===== src/hdl/ufc_pkg.sv =====
// register map, field positions, reset values and timing for the uart frame/status block
// assumes a 40 MHz controller clock and a fixed line rate
package ufc_pkg;
   localparam logic [15:0] ADDR_DATA = 16'h44A0;
   localparam logic [15:0] ADDR_STAT = 16'h44A4;
   localparam logic [15:0] ADDR_CFG = 16'h44A8;
   localparam logic [15:0] ADDR_IST = 16'h44C0;
   localparam logic [15:0] ADDR_IMASK = 16'h44C4;
   localparam int CFG_RTS = 0;
   localparam int CFG_8BIT = 1;
   localparam int CFG_2STP = 2;
   localparam int CFG_PAR = 3;
   localparam int CFG_ODD = 4;
   localparam logic [4:0] CFG_RST = 5'h00;
   localparam int ST_RXVAL = 1;
   localparam int ST_TXFREE = 2;
   localparam int ST_PARERR = 5;
   localparam int ST_TXIDLE = 6;
   localparam int IRQ_RX = 0;
   localparam int IRQ_PERR = 1;
   localparam int IRQ_TXIDLE = 2;
   localparam logic [2:0] IRQ_RST = 3'h0;
   localparam logic [1:0] RESP_OKAY = 2'h0;
   localparam logic [1:0] RESP_SLVERR = 2'h2;
   localparam int CLK_PS = 25000;
   localparam int BIT_PS = 8680000;
   localparam logic [8:0] BIT_CYC = 9'(BIT_PS / CLK_PS);
   localparam logic [8:0] HALF_CYC = 9'(BIT_PS / CLK_PS / 2);
   typedef enum logic [2:0] {S_IDLE, S_START, S_DATA, S_PAR, S_STOP} ufc_ser_st_t;
endpackage : ufc_pkg


===== src/hdl/ufc_rx.sv =====
// serial character receiver: start, 7/8 data bits lsb first, optional parity, stop
// assumes rxd idles high; the line is synchronised here
`timescale 1ns/1ps
module ufc_rx
(
   // clock and reset
   input wire logic clk,
   input wire logic rst_n,
   // line and frame format
   input wire logic rxd,
   input wire logic eight_bit_select,
   input wire logic parity_enable,
   input wire logic odd_parity_select,
   // character out
   output logic done,
   output logic [7:0] data,
   output logic par_err
);
   logic rxd_m_ff, rxd_s_ff;
   ufc_pkg::ufc_ser_st_t st_ff;
   logic [8:0] cnt_ff;
   logic [2:0] bit_ff;
   logic [7:0] sh_ff;
   logic par_ff;
   wire tick = cnt_ff == 9'h000;
   wire [2:0] last_bit = eight_bit_select ? 3'h7 : 3'h6;
   wire [7:0] rx_char = eight_bit_select ? sh_ff : {1'b0, sh_ff[7:1]};
   // parity covers the data bits only, the received parity bit closes the sum
   wire par_bad = parity_enable & ((^rx_char) ^ par_ff ^ odd_parity_select);

   always_ff @(posedge clk or negedge rst_n)
   begin
      if (!rst_n)
      begin
         rxd_m_ff <= 1'b1;
         rxd_s_ff <= 1'b1;
      end
      else
      begin
         rxd_m_ff <= rxd;
         rxd_s_ff <= rxd_m_ff;
      end
   end

   always_ff @(posedge clk or negedge rst_n)
   begin
      if (!rst_n)
      begin
         st_ff <= ufc_pkg::S_IDLE;
         cnt_ff <= 9'h000;
         bit_ff <= 3'h0;
         sh_ff <= 8'h00;
         par_ff <= 1'b0;
         done <= 1'b0;
         data <= 8'h00;
         par_err <= 1'b0;
      end
      else
      begin
         done <= 1'b0;
         if (!tick)
            cnt_ff <= cnt_ff - 9'h001;
         case (st_ff)
            ufc_pkg::S_IDLE:
               if (!rxd_s_ff)
               begin
                  st_ff <= ufc_pkg::S_START;
                  cnt_ff <= ufc_pkg::HALF_CYC;
               end
            ufc_pkg::S_START:
               if (tick)
               begin
                  // a glitch shorter than half a bit is not a start
                  st_ff <= rxd_s_ff ? ufc_pkg::S_IDLE : ufc_pkg::S_DATA;
                  cnt_ff <= ufc_pkg::BIT_CYC - 9'h001;
                  bit_ff <= 3'h0;
               end
            ufc_pkg::S_DATA:
               if (tick)
               begin
                  sh_ff <= {rxd_s_ff, sh_ff[7:1]};
                  bit_ff <= bit_ff + 3'h1;
                  cnt_ff <= ufc_pkg::BIT_CYC - 9'h001;
                  if (bit_ff == last_bit)
                     st_ff <= parity_enable ? ufc_pkg::S_PAR : ufc_pkg::S_STOP;
               end
            ufc_pkg::S_PAR:
               if (tick)
               begin
                  par_ff <= rxd_s_ff;
                  cnt_ff <= ufc_pkg::BIT_CYC - 9'h001;
                  st_ff <= ufc_pkg::S_STOP;
               end
            ufc_pkg::S_STOP:
               if (tick)
               begin
                  // the line is not checked here, the character ends mid first stop bit, so one or two both receive
                  done <= 1'b1;
                  data <= rx_char;
                  par_err <= par_bad;
                  st_ff <= ufc_pkg::S_IDLE;
               end
            default:
               st_ff <= ufc_pkg::S_IDLE;
         endcase
      end
   end
endmodule : ufc_rx


===== src/hdl/ufc_top.sv =====
// uart frame format, line status and character path behind an axi4-lite slave
// assumes a single 40 MHz clock, a peer at the fixed line rate, one bus master
// Function
// - config bit 0 set drives request line low
// - status bit 6 shows transmitter idle, resets one
// - status bit 5 set on received parity mismatch
// - reading receive data clears parity error flag
// - config bit 4 selects odd, else even
//
// Local design decision: the AXI4-Lite register port.
`timescale 1ns/1ps
module ufc_top
(
   // clock and reset
   input wire logic REF_CLK,
   input wire logic RESETN,
   // axi4-lite write
   input wire logic [15:0] S_AXI_AWADDR,
   input wire logic S_AXI_AWVALID,
   output logic S_AXI_AWREADY,
   input wire logic [31:0] S_AXI_WDATA,
   input wire logic [3:0] S_AXI_WSTRB,
   input wire logic S_AXI_WVALID,
   output logic S_AXI_WREADY,
   output logic [1:0] S_AXI_BRESP,
   output logic S_AXI_BVALID,
   input wire logic S_AXI_BREADY,
   // axi4-lite read
   input wire logic [15:0] S_AXI_ARADDR,
   input wire logic S_AXI_ARVALID,
   output logic S_AXI_ARREADY,
   output logic [31:0] S_AXI_RDATA,
   output logic [1:0] S_AXI_RRESP,
   output logic S_AXI_RVALID,
   input wire logic S_AXI_RREADY,
   // serial line
   output logic UART_TXD,
   input wire logic UART_RXD,
   output logic REQUEST_TO_SEND_N,
   // interrupt
   output logic IRQ
);
   logic [15:0] awaddr_ff;
   logic [31:0] wdata_ff;
   logic [3:0] wstrb_ff;
   logic aw_ok_ff, w_ok_ff;
   logic [4:0] cfg_ff;
   logic [2:0] ist_ff, imask_ff;
   logic [7:0] tx_buf_ff, rx_buf_ff, tx_sh_ff;
   logic tx_full_ff, rx_val_ff, parerr_ff, tx_par_ff, idle_d_ff;
   ufc_pkg::ufc_ser_st_t tx_st_ff;
   logic [8:0] tx_cnt_ff;
   logic [2:0] tx_bit_ff;
   logic rx_done, rx_perr;
   logic [7:0] rx_data;

   // bus decode
   wire wr_go = aw_ok_ff & w_ok_ff & ~S_AXI_BVALID;
   wire wr_lo = wstrb_ff[0];
   wire wr_data = wr_go & wr_lo & (awaddr_ff == ufc_pkg::ADDR_DATA);
   wire wr_cfg = wr_go & wr_lo & (awaddr_ff == ufc_pkg::ADDR_CFG);
   wire wr_imask = wr_go & wr_lo & (awaddr_ff == ufc_pkg::ADDR_IMASK);
   wire wr_hit = (awaddr_ff == ufc_pkg::ADDR_DATA) | (awaddr_ff == ufc_pkg::ADDR_CFG)
      | (awaddr_ff == ufc_pkg::ADDR_IMASK) | (awaddr_ff == ufc_pkg::ADDR_STAT)
      | (awaddr_ff == ufc_pkg::ADDR_IST);
   wire rd_go = S_AXI_ARVALID & S_AXI_ARREADY;
   wire rd_data = rd_go & (S_AXI_ARADDR == ufc_pkg::ADDR_DATA);
   wire rd_ist = rd_go & (S_AXI_ARADDR == ufc_pkg::ADDR_IST);

   // status and read mux
   wire tx_idle = ~tx_full_ff & (tx_st_ff == ufc_pkg::S_IDLE);
   // each flag is widened before its shift so that no bit lands off its own position
   wire [15:0] stat = ({15'h0000, tx_idle} << ufc_pkg::ST_TXIDLE)
      | ({15'h0000, parerr_ff} << ufc_pkg::ST_PARERR)
      | ({15'h0000, ~tx_full_ff} << ufc_pkg::ST_TXFREE)
      | ({15'h0000, rx_val_ff} << ufc_pkg::ST_RXVAL);
   wire rd_hit = (S_AXI_ARADDR == ufc_pkg::ADDR_DATA) | (S_AXI_ARADDR == ufc_pkg::ADDR_STAT)
      | (S_AXI_ARADDR == ufc_pkg::ADDR_CFG) | (S_AXI_ARADDR == ufc_pkg::ADDR_IST)
      | (S_AXI_ARADDR == ufc_pkg::ADDR_IMASK);
   wire [31:0] rd_mux =
      (S_AXI_ARADDR == ufc_pkg::ADDR_DATA) ? {24'h000000, rx_buf_ff} :
      (S_AXI_ARADDR == ufc_pkg::ADDR_STAT) ? {16'h0000, stat} :
      (S_AXI_ARADDR == ufc_pkg::ADDR_CFG) ? {27'h0000000, cfg_ff} :
      (S_AXI_ARADDR == ufc_pkg::ADDR_IST) ? {29'h00000000, ist_ff} :
      (S_AXI_ARADDR == ufc_pkg::ADDR_IMASK) ? {29'h00000000, imask_ff} : 32'h00000000;

   // events; a set in the same cycle as the clearing read wins
   wire [2:0] ev = {tx_idle & ~idle_d_ff, rx_done & rx_perr, rx_done};
   wire [2:0] nxt_ist = (rd_ist ? 3'h0 : ist_ff) | ev;
   wire nxt_parerr = (rx_done & rx_perr) | (parerr_ff & ~rd_data);
   // the interrupt follows a mask write in the same cycle as the status
   wire [2:0] nxt_imask = wr_imask ? wdata_ff[2:0] : imask_ff;
   wire tx_take = (tx_st_ff == ufc_pkg::S_IDLE) & tx_full_ff;
   wire tx_tick = tx_cnt_ff == 9'h000;
   wire [2:0] tx_last = cfg_ff[ufc_pkg::CFG_8BIT] ? 3'h7 : 3'h6;
   wire [7:0] tx_char = cfg_ff[ufc_pkg::CFG_8BIT] ? tx_buf_ff : {1'b0, tx_buf_ff[6:0]};

   always_ff @(posedge REF_CLK or negedge RESETN)
   begin
      if (!RESETN)
      begin
         S_AXI_AWREADY <= 1'b1;
         S_AXI_WREADY <= 1'b1;
         S_AXI_BVALID <= 1'b0;
         S_AXI_BRESP <= ufc_pkg::RESP_OKAY;
         aw_ok_ff <= 1'b0;
         w_ok_ff <= 1'b0;
         awaddr_ff <= 16'h0000;
         wdata_ff <= 32'h00000000;
         wstrb_ff <= 4'h0;
      end
      else
      begin
         if (S_AXI_AWVALID & S_AXI_AWREADY)
         begin
            awaddr_ff <= S_AXI_AWADDR;
            aw_ok_ff <= 1'b1;
            S_AXI_AWREADY <= 1'b0;
         end
         if (S_AXI_WVALID & S_AXI_WREADY)
         begin
            wdata_ff <= S_AXI_WDATA;
            wstrb_ff <= S_AXI_WSTRB;
            w_ok_ff <= 1'b1;
            S_AXI_WREADY <= 1'b0;
         end
         if (wr_go)
         begin
            S_AXI_BVALID <= 1'b1;
            S_AXI_BRESP <= wr_hit ? ufc_pkg::RESP_OKAY : ufc_pkg::RESP_SLVERR;
            aw_ok_ff <= 1'b0;
            w_ok_ff <= 1'b0;
         end
         if (S_AXI_BVALID & S_AXI_BREADY)
         begin
            S_AXI_BVALID <= 1'b0;
            S_AXI_AWREADY <= 1'b1;
            S_AXI_WREADY <= 1'b1;
         end
      end
   end

   always_ff @(posedge REF_CLK or negedge RESETN)
   begin
      if (!RESETN)
      begin
         S_AXI_ARREADY <= 1'b1;
         S_AXI_RVALID <= 1'b0;
         S_AXI_RDATA <= 32'h00000000;
         S_AXI_RRESP <= ufc_pkg::RESP_OKAY;
      end
      else if (rd_go)
      begin
         S_AXI_ARREADY <= 1'b0;
         S_AXI_RVALID <= 1'b1;
         S_AXI_RDATA <= rd_mux;
         S_AXI_RRESP <= rd_hit ? ufc_pkg::RESP_OKAY : ufc_pkg::RESP_SLVERR;
      end
      else if (S_AXI_RVALID & S_AXI_RREADY)
      begin
         S_AXI_RVALID <= 1'b0;
         S_AXI_ARREADY <= 1'b1;
      end
   end

   // registers, flags, request line and interrupt
   always_ff @(posedge REF_CLK or negedge RESETN)
   begin
      if (!RESETN)
      begin
         cfg_ff <= ufc_pkg::CFG_RST;
         imask_ff <= ufc_pkg::IRQ_RST;
         ist_ff <= ufc_pkg::IRQ_RST;
         tx_buf_ff <= 8'h00;
         tx_full_ff <= 1'b0;
         rx_buf_ff <= 8'h00;
         rx_val_ff <= 1'b0;
         parerr_ff <= 1'b0;
         idle_d_ff <= 1'b1;
         REQUEST_TO_SEND_N <= 1'b1;
         IRQ <= 1'b0;
      end
      else
      begin
         if (wr_cfg)
            cfg_ff <= wdata_ff[4:0];
         if (wr_imask)
            imask_ff <= wdata_ff[2:0];
         // a write while the holding byte is still full is dropped; poll bit 2 first
         if (wr_data & ~tx_full_ff)
            tx_buf_ff <= wdata_ff[7:0];
         // a dropped write must not mark the byte being taken as still waiting
         tx_full_ff <= (tx_full_ff & ~tx_take) | (wr_data & ~tx_full_ff);
         if (rx_done)
            rx_buf_ff <= rx_data;
         rx_val_ff <= rx_done | (rx_val_ff & ~rd_data);
         parerr_ff <= nxt_parerr;
         ist_ff <= nxt_ist;
         idle_d_ff <= tx_idle;
         REQUEST_TO_SEND_N <= ~cfg_ff[ufc_pkg::CFG_RTS];
         IRQ <= |(nxt_ist & nxt_imask);
      end
   end

   // transmitter: config is used live, so change it only while idle
   always_ff @(posedge REF_CLK or negedge RESETN)
   begin
      if (!RESETN)
      begin
         tx_st_ff <= ufc_pkg::S_IDLE;
         tx_cnt_ff <= 9'h000;
         tx_bit_ff <= 3'h0;
         tx_sh_ff <= 8'h00;
         tx_par_ff <= 1'b0;
         UART_TXD <= 1'b1;
      end
      else
      begin
         if (!tx_tick)
            tx_cnt_ff <= tx_cnt_ff - 9'h001;
         case (tx_st_ff)
            ufc_pkg::S_IDLE:
               if (tx_take)
               begin
                  tx_sh_ff <= tx_char;
                  tx_par_ff <= (^tx_char) ^ cfg_ff[ufc_pkg::CFG_ODD];
                  tx_cnt_ff <= ufc_pkg::BIT_CYC - 9'h001;
                  tx_st_ff <= ufc_pkg::S_START;
               end
            ufc_pkg::S_START:
               if (tx_tick)
               begin
                  tx_bit_ff <= 3'h0;
                  tx_cnt_ff <= ufc_pkg::BIT_CYC - 9'h001;
                  tx_st_ff <= ufc_pkg::S_DATA;
               end
            ufc_pkg::S_DATA:
               if (tx_tick)
               begin
                  tx_sh_ff <= {1'b0, tx_sh_ff[7:1]};
                  tx_bit_ff <= tx_bit_ff + 3'h1;
                  tx_cnt_ff <= ufc_pkg::BIT_CYC - 9'h001;
                  if (tx_bit_ff == tx_last)
                  begin
                     tx_bit_ff <= 3'h0;
                     tx_st_ff <= cfg_ff[ufc_pkg::CFG_PAR] ? ufc_pkg::S_PAR
                        : ufc_pkg::S_STOP;
                  end
               end
            ufc_pkg::S_PAR:
               if (tx_tick)
               begin
                  tx_cnt_ff <= ufc_pkg::BIT_CYC - 9'h001;
                  tx_st_ff <= ufc_pkg::S_STOP;
               end
            ufc_pkg::S_STOP:
               if (tx_tick)
               begin
                  if (cfg_ff[ufc_pkg::CFG_2STP] && tx_bit_ff == 3'h0)
                  begin
                     tx_bit_ff <= 3'h1;
                     tx_cnt_ff <= ufc_pkg::BIT_CYC - 9'h001;
                  end
                  else
                     tx_st_ff <= ufc_pkg::S_IDLE;
               end
            default:
               tx_st_ff <= ufc_pkg::S_IDLE;
         endcase
         UART_TXD <= (tx_st_ff == ufc_pkg::S_START) ? 1'b0 :
            (tx_st_ff == ufc_pkg::S_DATA) ? tx_sh_ff[0] :
            (tx_st_ff == ufc_pkg::S_PAR) ? tx_par_ff : 1'b1;
      end
   end

   ufc_rx u_rx
   (
      .clk(REF_CLK),
      .rst_n(RESETN),
      .rxd(UART_RXD),
      .eight_bit_select(cfg_ff[ufc_pkg::CFG_8BIT]),
      .parity_enable(cfg_ff[ufc_pkg::CFG_PAR]),
      .odd_parity_select(cfg_ff[ufc_pkg::CFG_ODD]),
      .done(rx_done),
      .data(rx_data),
      .par_err(rx_perr)
   );
endmodule : ufc_top


===== config.mk =====
export PLATFORM = sky130hd
export DESIGN_NAME = ufc_top
export DESIGN_NICKNAME = d
export VERILOG_FILES = /design/src/hdl/ufc_pkg.sv /design/src/hdl/ufc_rx.sv /design/src/hdl/ufc_top.sv
export SDC_FILE = /design/constraint.sdc
export NUM_CORES = 1
export LEC_CHECK = 0
export ABC_AREA = 1
export BUFFER_PORTS_ARGS = -buffer_cell sky130_fd_sc_hd__buf_4
export CAP_MARGIN = 10
export CORE_MARGIN = 10
export CORE_UTILIZATION = 40
export DETAILED_ROUTE_END_ITERATION = 8
export GPL_ROUTABILITY_DRIVEN = 0
export SLEW_MARGIN = 20
export SYNTH_ARGS = -nofsm -noshare
export SYNTH_HDL_FRONTEND = slang
export SYNTH_SLANG_ARGS = --single-unit

===== constraint.sdc =====
create_clock -name REF_CLK -period 2.3 [get_ports REF_CLK]
set_input_delay 0.46 -clock REF_CLK [delete_from_list [all_inputs] [get_ports REF_CLK]]
set_output_delay 0.46 -clock REF_CLK [all_outputs]
set_load 0.05 [all_outputs]

* Word-level counts from Yosys, hierarchy flattened
Index checks and enable logic that the tools add are counted.
** Word-level totals
- Register bits after elaboration :: 162
- Bits of input ports :: 76
- Output and inout bits :: 44
- Logic and storage cells :: 223
** Cells by class
- Add/subtract/negate cells :: 4
- Equality and inequality tests :: 34
- Mux-type cells :: 69
- Bitwise logic cells :: 47
- Reduce and logical (&&, ||, !) cells :: 29
** Operator list (count)
- $eq 16x15->1 const B :: 10
- $mux 3 :: 24
- $mux 9 :: 8
- $mux 8 :: 5
- $pmux 3 s5 :: 2
- $pmux 9 s3 :: 1
- $and 1x1->1 :: 22
- $mux 1 :: 20
- $logic_not 9->1 :: 2
- $ne 2x2->1 const B :: 9
- $pmux 9 s2 :: 1
- $sub 9x1->9 const B :: 2
- $pmux 8 s2 :: 1
- $reduce_bool 2->1 :: 8
- $reduce_xor 8->1 :: 2
- $eq 3x2->1 const B :: 4
- $or 1x1->1 :: 11
- $ne 2x1->1 const B :: 5
- $logic_not 3->1 :: 3
- $pmux 3 s3 :: 1
- $reduce_or 3->1 :: 3
- $reduce_and 2->1 :: 4
- $mux 7 :: 1
- $or 7x2->7 :: 1
- other kinds (19) :: 33

* Depth between registers and ports, before layout
Gate-level depths: netlist (run 1).
- Word-level depth :: 7
- Depth in mapped cells :: 15
- Depth with buffers taken out :: 13

* By module
Synthesis (run 1) repeated with hierarchy kept, for this count alone.
** Second synthesis, totals
- Cells, all modules :: 879
- Area total of the unflattened synthesis :: 6965.4 µm²
** Modules (own cells, without submodules)
- ufc_top :: instances 1, cells each 610, area an instance 4908.5 µm², sequential area each 2509.9 µm²
- ufc_rx :: instances 1, cells each 269, area an instance 2057.0 µm², sequential area each 903.4 µm²

* Least setup slack after synthesis (run 1)
Ideal clock, no wire load.
- Path kind :: reg-to-reg
- Start :: register tx_cnt_ff[0]
- End :: register tx_cnt_ff[0]
- Setup time :: 0.087 ns
- Arrival :: 1.596 ns
- Data required time :: 2.213 ns
- Setup slack :: 0.617 ns
- Cell stages (with the launch flop) :: 12
- Path buffers :: 0
- Clock period less this slack :: 1.683 ns
- Path through :: dfrtp_1 > inv_1 > ha_1 > inv_1 > nor2_1 > nand2_2 > nor2_8 > inv_6 > ha_1 > o21ai_0 > o21ai_0 > o211ai_1
** Between the ends
- Longest elaborated chain between the ends :: 5
- Elaborated cells between the ends (all ways) :: 8
- Classes of those cells :: add/sub (1); mux (6); reduce/logical (1)
** RTL lines
- start, declared :: line ufc_top.sv:52 : logic [8:0] tx_cnt_ff;
- start signal, assigned :: line ufc_top.sv:220 : tx_cnt_ff <= tx_cnt_ff - 9'h001;
- start signal, assigned :: line ufc_top.sv:227 : tx_cnt_ff <= ufc_pkg::BIT_CYC - 9'h001;
- start signal, assigned :: line ufc_top.sv:234 : tx_cnt_ff <= ufc_pkg::BIT_CYC - 9'h001;
- $sub 9x1->9 / $logic_not 9->1 (equally long branches) :: line ufc_top.sv:220, ufc_top.sv:94
- $mux 9 :: line ufc_top.sv:219 : if (!tx_tick)
- $mux 9 :: line ufc_top.sv:259 : if (cfg_ff[ufc_pkg::CFG_2STP] && tx_bit_ff == 3'h0)
- $mux 9 :: line ufc_top.sv:257 : if (tx_tick)
- $pmux 9 s3 * :: line ufc_top.sv:221 : case (tx_st_ff)
Every way passes the cells marked *; elsewhere a longest branch is shown, timed or not.
A chain may end at the register's enable or synchronous reset.

* Worst setup path in the final report (run 1)
- Start :: register tx_cnt_ff[0]
- End :: register tx_sh_ff[1]
** Between the ends
- Longest elaborated chain between the ends :: 3
** RTL lines
- $logic_not 9->1 :: line ufc_top.sv:94 : wire tx_tick = tx_cnt_ff == 9'h000;
- $ne 2x2->1 (no source line)
- $reduce_and 3->1 (no source line)
- end signal, assigned :: line ufc_top.sv:225 : tx_sh_ff <= tx_char;
- end signal, assigned :: line ufc_top.sv:240 : tx_sh_ff <= {1'b0, tx_sh_ff[7:1]};
- end, declared :: line ufc_top.sv:49 : logic [7:0] tx_buf_ff, rx_buf_ff, tx_sh_ff;
No other way between the ends.

==> run metrics, run 1 <==
status complete, no violations; clk sink count 136; hold-fix buffer count after cts 0; global-route wire length before repair ~27 mm; Distinct cells, synth 49; most common cell in the netlist nand2_1; largest net degree at the start of global routing between 60 and 70; Post-synth top cells 262 x nand2_1, 128 x dfrtp_1, 113 x inv_1, 64 x o21ai_0, 48 x nor2_1; worst setup path end tx_sh_ff[1]$_DFFE_PN0P_; RSZ-0062 raised after global routing false; htree depth 4; Slew headroom 0.598; HP Class in2async; Setup Skew between 7 and 8 ps; drt pass-1 iters 4; cells after synthesis 874; FF+latch count, synth 136; CP startpoint tx_cnt_ff[0]$_DFF_PN0_; CP Class reg2reg; Max Transition Viols Final 0; met1 wire length 7.63 mm; Pleak roughly 0.0042 µW; most common flop cell mapped by yosys dfrtp_1; Final setup violation count 0; CP Data Required Time around 2600 ps; Max Clock Freq a little over 500 MHz; Placed Cells about 1200; CP max FO 15; share of post-route cells with drive strength above 1 0.175; CP startpoint kind flop; crit share post-route 0.856; NumNets Final between 1000 and 1500; Finished Layout Cells roughly 1200; worst r2r path cells 10; # Max-Cap Violations 0; top cell type by total area after synthesis dfrtp_1; post-DP HPWL ~12 mm; CTS tree done; Design Power between 7000 and 8000 µW; power per cell area 913 mW/mm²; ys async rst share 1.00; Die W about 150 µm; DP Worst Slack approximately 400 ps; Initial Util 0.410; maximum VDD drop approximately 0.65 mV; DRC violation count after routing 0; Post-Route WL ~16 mm; number of synthesized flops with an enable pin 0; final worst slack approximately 330 ps; Syn. warnings 0; number of global-route vias before repair approximately 5500; Reg2Reg Setup Slack about 330 ps; most numerous cell on the critical path inv_1; # fillers 1690; die area 0.0235 mm²; crit path time final around 2000 ps; Max Root-Sink Buffers 2; routed vias/inst 4.70; final count of hold timing violations 0; register area share after synthesis 0.479; antenna violations before repair 0; synthesized area approximately 0.0071 mm²; post-CTS sizing 0; arrival time at the worst endpoint about 2300 ps; Avg WL per Cell 13.4 µm; top cell type's share of synthesized area 0.450; Global Route Usage Sum 0.138; # IOs 120; critical path cell sequence inv_1, ha_1, inv_1, nor2_1, nand2_2, nor2_8, inv_6, o21ai_4, o211ai_1, o21ai_0; worst r2r src tx_cnt_ff[0]$_DFF_PN0_; root buf cell clkbuf_16; met2 wire length ~7.5 mm; Area Growth Syn to Fin 17.7%; Max stage delay on crit path between 400 and 500 ps; later-pin clock latency in the skew report about 420 ps; Initial DRC Count 409; Vias 5599; Post-Syn Area per Cell 8.15 µm²; Worst path slowest cell o21ai_4; GRT overflow 0; diodes inserted 0; core area ~0.017 mm²; Port-buffer cells 66; synth top area cells dfrtp_1 45%, nand2_1 14%, inv_1 6.0%; Setup TNS 0 ps; post-route antenna net violation count 0; Worst Setup End Kind flop; clock-pin transition on the worst setup and hold timing paths about 60 ps; worst slew pin tran 599 ps; DR top layer met4; DR WL met3 724 µm; Num CTS Buffers 17; total setup buffers inserted after CTS 0; RR Endpoint tx_sh_ff[1]$_DFFE_PN0P_; row count 48; Die Height between 150 and 200 µm
cell type report:
class | count | area [µm²] | share of cell area
clock buffers | 20 | 447 | 0.0533
well taps | 225 | 282 | 0.0336
repair buffers | 76 | 587 | 0.0700
inverters | 122 | 469 | 0.0560
clock inverters | 12 | 151 | 0.0181
flip-flops and latches | 136 | 3410 | 0.407
multi-input cells | 601 | 3030 | 0.362
state kept, by name, indices dropped and copies added, names as in the netlist, 3 cells and up:
register     flops
tx_cnt_ff        9
tx_buf_ff        8
rx_buf_ff        8
tx_bit_ff        3
u_rx.data        8
u_rx.cnt_ff      9
wdata_ff         8
tx_sh_ff         8
u_rx.sh_ff       8
ist_ff           3
u_rx.bit_ff      3
u_rx.st_ff       3
cfg_ff           5
S_AXI_RDATA      8
awaddr_ff       16
imask_ff         3
tx_st_ff         3
worst min-delay path by stage:
stage / start / end / cells past startpoint
5_1_grt: RESETN / S_AXI_RVALID$_DFFE_PN0P_ / 1
2_1_floorplan: RESETN / IRQ$_DFF_PN0_ / 0
6_report: RESETN / S_AXI_RVALID$_DFFE_PN0P_ / 1
4_1_cts: RESETN / S_AXI_RVALID$_DFFE_PN0P_ / 1
3_3_place_gp: u_rx.rxd_m_ff$_DFF_PN1_ / u_rx.rxd_s_ff$_DFF_PN1_ / 0
3_5_place_dp: u_rx.rxd_m_ff$_DFF_PN1_ / u_rx.rxd_s_ff$_DFF_PN1_ / 0
metal layers:
| layer | global-route usage | up-vias |
|---|---|---|
| met5 | 0 | - |
| met4 | 0.0418 | 0 |
| met3 | 0.0384 | 16 |
| met2 | 0.219 | 82 |
| met1 | 0.179 | 2580 |
| li1 | - | 2921 |
critical path: cells and delay by family (launching register included):
family | cells | cell delay (ps)
DFF | 1 | 360
adders and majority gates | 1 | 160
AOI/OAI and AO/OA | 3 | 740
buffers and inverters | 3 | 240
and+or+nand+nor | 3 | 380
cell usage in the layout, fill, tap and decap left out, types with 12 or more instances in the layout:
cell type	n
nand3_1	47
nand4_1	12
conb_1	26
dfrtp_1	128
a21oi_1	15
o21ai_1	13
nand2_1	262
o21ai_2	18
clkbuf_16	17
buf_4	74
nor2_1	48
inv_1	113
o21ai_0	64
through the flow:
step / area (µm²) / hold WS [ps] / utilization
2_1_floorplan: 7210 / 164 / -
5_1_grt: 8380 / 66.0 / 0.483
3_5_place_dp: 7780 / 347 / 0.448
3_3_place_gp: 7780 / 346 / 0.448
4_1_cts: 8380 / 43.5 / 0.483
6_report: 8380 / 28.0 / 0.483
cell families after synthesis:
kind of cell,after synthesis,share of synthesized area
flops,136,0.479
fa+ha+maj,9,0.0158
other cells,1,0.000527
compound gates,144,0.129
buf+inv,162,0.108
xor+xnor,15,0.0185
simple gates,407,0.249
report_power, final:
group | internal, µW | switching (µW)
Combinational | 569 | 1280
Clock | 1730 | 1020
Sequential | 2820 | 236
Power figures use the tool's default switching activity.
==> inputs of run 2 (changes only) <==
--- a/config.mk
+++ b/config.mk
@@ -12,7 +12,9 @@
 export CORE_UTILIZATION = 40
 export DETAILED_ROUTE_END_ITERATION = 8
 export GPL_ROUTABILITY_DRIVEN = 0
+export GPL_TIMING_DRIVEN = 0
 export SLEW_MARGIN = 20
 export SYNTH_ARGS = -nofsm -noshare
 export SYNTH_HDL_FRONTEND = slang
+export SYNTH_HIERARCHICAL = 1
 export SYNTH_SLANG_ARGS = --single-unit
==> run metrics, run 2 <==
synthesized area 0.00697 mm² (-2.2%); arrival time at the worst endpoint 2210 ps (-90 ps); DRC violation count after routing 0 (unchanged); commonest non-fill, non-tap cell in the layout nand2_1; Reg with most FFs awaddr_ff; Worst Setup End Kind flop; maximum VDD drop 0.666 mV (+3.0%); number of synthesized flops with an enable pin 0 (unchanged); Synth Area in Compound Gates 0.108 (-0.0212); post-synthesis mux area share 0 (unchanged); # fillers 1701 (+0.65%); internal cell power 4920 µW (-3.8%); Max Clock Freq 540 MHz (+6.3%); clock-pin transition on the worst setup and hold timing paths 60 ps (about the same); cells after synthesis 879 (+0.57%); Initial Util 0.406 (-0.00466); # IOs 120 (unchanged); Die W 152 µm (-0.95%); Worst path slowest cell dfrtp_1; Post-Route WL 15.5 mm (-2.9%); core area 0.0172 mm² (-1.0%); Reg2Reg Setup Slack 450 ps (+120 ps); # Max-Cap Violations 0 (unchanged); FF/Latch Area 0.00341 mm² (unchanged); P_sw 2460 µW (-3.0%); Die Height 152 µm (-0.95%); CTS tree done; sequential power share 0.416 (+0.017); Pleak 0.00429 µW (+2.4%); ys async rst share 1.00 (unchanged); final count of hold timing violations 0 (unchanged); RSZ-0062 raised after global routing false; root buf cell clkbuf_16; share of post-route cells with drive strength above 1 0.180 (+0.00551); row count 48 (unchanged); fin util 0.491 (+0.00805); GRT overflow 0 (unchanged); Clock power frac 0.347 (-0.012); Setup Skew 8.54 ps (+1.51 ps); Global Route Usage Sum 0.135 (-0.00367); Setup TNS 0 ps (unchanged); global-route wire length before repair 26.4 mm (-3.0%); Syn. warnings 6 (+6); sw frac 0.333 (+0.00193); NumNets Final 1075 (+3.5%); Max Transition Viols Final 0 (unchanged); status complete, no violations; xor and xnor fraction of the mapped netlist area 0.0189 (+0.000408); top cell type's share of synthesized area 0.460 (+0.00994); diodes inserted 0 (unchanged); CP startpoint kind flop; post-DP HPWL 11.4 mm (-4.8%); CP Class reg2reg; most common cell in the netlist nand2_1; Post-Syn Area per Cell 7.92 µm² (-2.7%); antenna violations before repair 0 (unchanged); die area 0.0231 mm² (-1.9%); crit path time final 1850 ps (-117 ps); routed vias/inst 4.60 (-2.0%); Final setup violation count 0 (unchanged); register area share after synthesis 0.490 (+0.0106); Num CTS Buffers 17 (unchanged); Initial DRC Count 267 (-35%); HP Class in2reg; Adder-Cell Fraction of Synth Area 0.0144 (-0.00145); later-pin clock latency in the skew report 430 ps (about the same); most frequent cells in the layout 286 x nand2_1, 128 x dfrtp_1, 108 x inv_1, 93 x buf_4, 67 x o21ai_0; critical path cell sequence inv_1, ha_1, nand2_1, nor2_2, nand2_2, buf_6, ha_1, o21ai_0, o211ai_1, nand3_1; Vias 5658 (+1.1%); number of flip-flops in the largest register 16 (unchanged); number of global-route vias before repair 5485 (-0.24%); CP max FO 10 (-5); Placed Cells 1196 (+3.1%); Area Growth Syn to Fin 21.1%; CP Data Required Time 2660 ps (+30 ps); Finished Layout Cells 1229 (+3.1%); top cell type by total area after synthesis dfrtp_1; power per cell area 875 mW/mm² (-4.1%); biggest regs awaddr_ff: 16 flops, tx_cnt_ff: 9 flops, u_rx/cnt_ff: 9 flops; main combinational cell family by area after synthesis simple AND/OR/NAND/NOR gates; clk sink count 136 (unchanged); crit share post-route 0.805 (-0.0510); FF+latch count, synth 136 (unchanged); most numerous cell on the critical path ha_1; Port-buffer cells 66 (unchanged); most common flop cell mapped by yosys dfrtp_1; Distinct cells, synth 46 (-6.1%); Comb power frac 0.236 (-0.006); Avg WL per Cell 12.6 µm (-5.8%); largest net degree at the start of global routing 100 (+59%); simple-gate portion of the synthesized area 0.258 (+0.00945); Multi-input gate area 0.00288 mm² (-5.0%); post-CTS sizing 0 (unchanged); Max Root-Sink Buffers 2 (unchanged); synth top area cells dfrtp_1 46%, nand2_1 15%, inv_1 5.8%; drt pass-1 iters 4 (unchanged); post-route antenna net violation count 0 (unchanged); Post-synth top cells 286 x nand2_1, 128 x dfrtp_1, 108 x inv_1, 67 x o21ai_0, 63 x nor2_1; htree depth 4 (unchanged); Max stage delay on crit path 360 ps (-50 ps)
run 2: logic make-up after synthesis:
group | after synthesis
AND/OR/NAND/NOR | 428
AO/OA/AOI/OAI | 131
other | 1
XOR/XNOR | 15
flip-flops | 136
adder cells (fa/ha/maj) | 8
buffers and inverters | 160
run 2: power by group through the flow:
| stage | registers, µW | logic [µW] | clock network, µW |
|---|---|---|---|
| 6_report | 3070 | 1740 | 2560 |
| 5_1_grt | 3130 | 1990 | 2730 |
| 4_1_cts | 3070 | 1770 | 2610 |
| 3_5_place_dp | 3110 | 1760 | 0 |
| 3_3_place_gp | 3100 | 1720 | 0 |
| 2_1_floorplan | 3280 | 1080 | 0 |
run 2: routing by layer:
| layer | track usage | wire [µm] |
|---|---|---|
| met1 | 0.171 | 7520 |
| met3 | 0.0392 | 657 |
| met5 | 0 | 0 |
| met2 | 0.213 | 7130 |
| met4 | 0.0491 | 216 |
run 2: path summary, 6_finish.rpt:
kind,startpoint,endpoint,cells past startpoint
setup / recovery,tx_cnt_ff[0]$_DFF_PN0_,tx_cnt_ff[0]$_DFF_PN0_,10
hold / removal,UART_RXD,u_rx/rxd_m_ff$_DFF_PN1_,1
setup reg to reg,tx_cnt_ff[0]$_DFF_PN0_,tx_cnt_ff[0]$_DFF_PN0_,10
hold reg to reg,u_rx/rxd_m_ff$_DFF_PN1_,u_rx/rxd_s_ff$_DFF_PN1_,0
max in group asynchronous,RESETN,u_rx/rxd_m_ff$_DFF_PN1_,3
min in group asynchronous,RESETN,tx_cnt_ff[7]$_DFF_PN0_,2
run 2: cell type report:
| class | instances | area share |
|---|---|---|
| sequential | 136 | 0.405 |
| inverter | 118 | 0.0533 |
| clock inverter | 12 | 0.0125 |
| timing repair buffer | 68 | 0.0641 |
| clock buffer | 20 | 0.0530 |
| tap | 225 | 0.0334 |
| multi-input combinational | 608 | 0.342 |
| buffer | 42 | 0.0375 |
run 2: critical path: cells and delay by family (launching register included):
kind | cells | cell delay [ps]
buf+inv | 2 | 270
fa+ha+maj | 2 | 490
simple gates | 4 | 400
compound gates | 2 | 280
flops | 1 | 360
run 2: stage by stage:
step / hold slack [ps] / total power, µW / setup WS, ps / instance area [µm²]
4_1_cts: 123 / 7450 / 429 / 8430
3_3_place_gp: 346 / 4820 / 183 / 7840
3_5_place_dp: 347 / 4870 / 456 / 7870
2_1_floorplan: 164 / 4360 / 633 / 7060
6_report: 140 / 7380 / 448 / 8430
5_1_grt: 120 / 7840 / 251 / 8430
run 2: what timing repair did:
action / in CTS / in global routing
hold buffers: 1 / 0
endpoints found under the setup margin: 0 / 0
endpoints found under the hold margin: 33 / 0
buffers inserted: 0 / 0
==> inputs of run 3 (changes only) <==
==> constraint.sdc (replaced) <==
create_clock -name REF_CLK -period 1.6 [get_ports REF_CLK]
set_input_delay 0.32 -clock REF_CLK [delete_from_list [all_inputs] [get_ports REF_CLK]]
set_output_delay 0.32 -clock REF_CLK [all_outputs]
set_load 0.05 [all_outputs]
==> run metrics, run 3 (synthesis gave the netlist of run 2 again) <==
crit share post-route 0.981 (+0.176); Area Growth Syn to Fin 27.5%; number of global-route vias before repair 5599 (+2.1%); Die Height 152 µm (unchanged); diodes inserted 0 (unchanged); worst r2r path cells 10 (unchanged); final worst slack 29.9 ps (-418 ps); final count of hold timing violations 0 (unchanged); drt pass-1 iters 5 (+1); commonest non-fill, non-tap cell in the layout nand2_1; arrival time at the worst endpoint 1870 ps (-340 ps); crit path time final 1570 ps (-282 ps); antenna violations before repair 0 (unchanged); # fillers 1654 (-2.8%); Num CTS Buffers 17 (unchanged); Finished Layout Cells 1251 (+1.8%); GRT overflow 0 (unchanged); worst r2r src tx_cnt_ff[1]$_DFF_PN0_; CP max FO 8 (-2); core area 0.0172 mm² (unchanged); clock-pin transition on the worst setup and hold timing paths 60 ps (about the same); Vias 5762 (+1.8%); Avg WL per Cell 12.4 µm (-1.4%); NumNets Final 1097 (+2.0%); htree depth 4 (unchanged); HP Class in2reg; DRC violation count after routing 0 (unchanged); die area 0.0231 mm² (unchanged); Worst Setup End Kind flop; share of post-route cells with drive strength above 1 0.243 (+0.0624); fin util 0.517 (+0.0259); # IOs 120 (unchanged); Reg2Reg Setup Slack 30 ps (-420 ps); Design Power 11400 µW (+54%); Pleak 0.00442 µW (+3.2%); DP Worst Slack -133 ps (-589 ps); P_sw 3680 µW (+50%); # Max-Cap Violations 0 (unchanged); later-pin clock latency in the skew report 420 ps (about the same); Initial Util 0.406 (unchanged); Setup Skew 10.2 ps (+1.70 ps); CTS tree done; Reg with most FFs awaddr_ff; sw frac 0.325 (-0.00889); power per cell area 1280 mW/mm² (+46%); post-DP HPWL 11.2 mm (-1.9%); row count 48 (unchanged); RR Endpoint tx_cnt_ff[0]$_DFF_PN0_; maximum VDD drop 1.12 mV (+68%); Clock power frac 0.352 (+0.005); Post-Route WL 15.6 mm (+0.33%); Comb power frac 0.254 (+0.018); number of flip-flops in the largest register 16 (unchanged); CP Class reg2reg; Max Clock Freq 637 MHz (+18%); RSZ-0062 raised after global routing true; Die W 152 µm (unchanged); internal cell power 7670 µW (+56%); root buf cell clkbuf_16; most frequent cells in the layout 272 x nand2_1, 124 x dfrtp_1, 112 x buf_4, 102 x inv_1, 65 x o21ai_0; clk sink count 136 (unchanged); Placed Cells 1196 (unchanged); routed vias/inst 4.61 (about the same); Max Transition Viols Final 0 (unchanged); final hold slack 63.4 ps (-76.3 ps); Port-buffer cells 66 (unchanged); Worst Hold End S_AXI_WREADY$_DFFE_PN1P_; global-route wire length before repair 26.6 mm (+0.86%); biggest regs awaddr_ff: 16 flops, tx_cnt_ff: 9 flops, u_rx/cnt_ff: 9 flops; post-route antenna net violation count 0 (unchanged); CP startpoint kind flop; sequential power share 0.394 (-0.022); Max Root-Sink Buffers 2 (unchanged); CP Data Required Time 1900 ps (-760 ps); status complete, no violations; Hold Path Depth 2 (+1); Initial DRC Count 259 (-3.0%); Hold Path Origin S_AXI_WVALID; Global Route Usage Sum 0.135 (+0.000544); Final setup violation count 0 (unchanged); largest net degree at the start of global routing 100 (unchanged)
[run 3: cell types whose count changed in the layout (fill, tap and decap cells not counted), sizes merged]
| cell | delta |
|---|---|
| clkbuf | +1 |
| buf | +21 |
| clkinv | -4 |
| bufinv | +2 |
| clkinvlp | -1 |
| inv | +2 |
| dlygate4sd3 | +1 |
[run 3: stage by stage]
stage | area (µm²) | TNS, ps
finish | 8880 | 0
global route | 8880 | -411
CTS | 8610 | -11.1
detailed placement | 7870 | -654
global placement | 7840 | -47830
floorplan | 7060 | 0
[run 3: power groups by stage]
stage                     combinational [µW]  sequential (µW)  clock, µW
after global placement                  2480             4460          0
after detailed placement                2530             4470          0
after global routing                    3250             4550       4240
after CTS                               2730             4430       4070
after floorplan                         1560             4720          0
final                                   2880             4470       4000
[run 3: per-layer routing]
layer / routed length, µm / global-route usage
met1: 7430 / 0.173
met2: 7260 / 0.214
met3: 695 / 0.0418
met4: 189 / 0.0417
met5: 0 / 0
[run 3: layout make-up]
type / count / area, µm² / area share
inverters: 118 / 465 / 0.0524
well taps: 225 / 282 / 0.0317
clock inverters: 11 / 145 / 0.0163
flip-flops and latches: 136 / 3420 / 0.385
clock buffers: 21 / 460 / 0.0519
repair buffers: 90 / 712 / 0.0802
multi-input cells: 608 / 3070 / 0.346
plain buffers: 42 / 328 / 0.0369
[run 3: critical path, stage by stage (launching register included)]
cell	delay, ps
dfrtp_1	390
inv_2	80
ha_4	140
nand2_4	60
nor2_4	100
nand2_4	70
buf_8	140
ha_4	260
o21ai_2	50
o211ai_1	70
nand3_1	80
[run 3: worst max-delay path by stage]
stage | endpoint | depth (start not counted) | start | slack (ps)
after floorplan | tx_buf_ff[7]$_DFFE_PN0P_ | 7 | S_AXI_BVALID$_DFFE_PN0P_ | 8
after global placement | u_rx/cnt_ff[5]$_DFF_PN0_ | 1 | RESETN | -380
after detailed placement | tx_cnt_ff[0]$_DFF_PN0_ | 10 | tx_cnt_ff[0]$_DFF_PN0_ | -130
after CTS | tx_cnt_ff[0]$_DFF_PN0_ | 10 | tx_cnt_ff[1]$_DFF_PN0_ | -10
after global routing | tx_cnt_ff[0]$_DFF_PN0_ | 9 | tx_cnt_ff[4]$_DFF_PN0_ | -100
final | tx_cnt_ff[0]$_DFF_PN0_ | 10 | tx_cnt_ff[1]$_DFF_PN0_ | 30
[run 3: timing repair]
| action | CTS | global route |
|---|---|---|
| setup buffers | 6 | 14 |
| endpoints found under the hold margin | 34 | 0 |
| pin swaps | 7 | 18 |
| resized for setup | 15 | 53 |
| gates cloned | 0 | 1 |
| endpoints found under the setup margin | 20 | 64 |
| hold buffers | 2 | 0 |
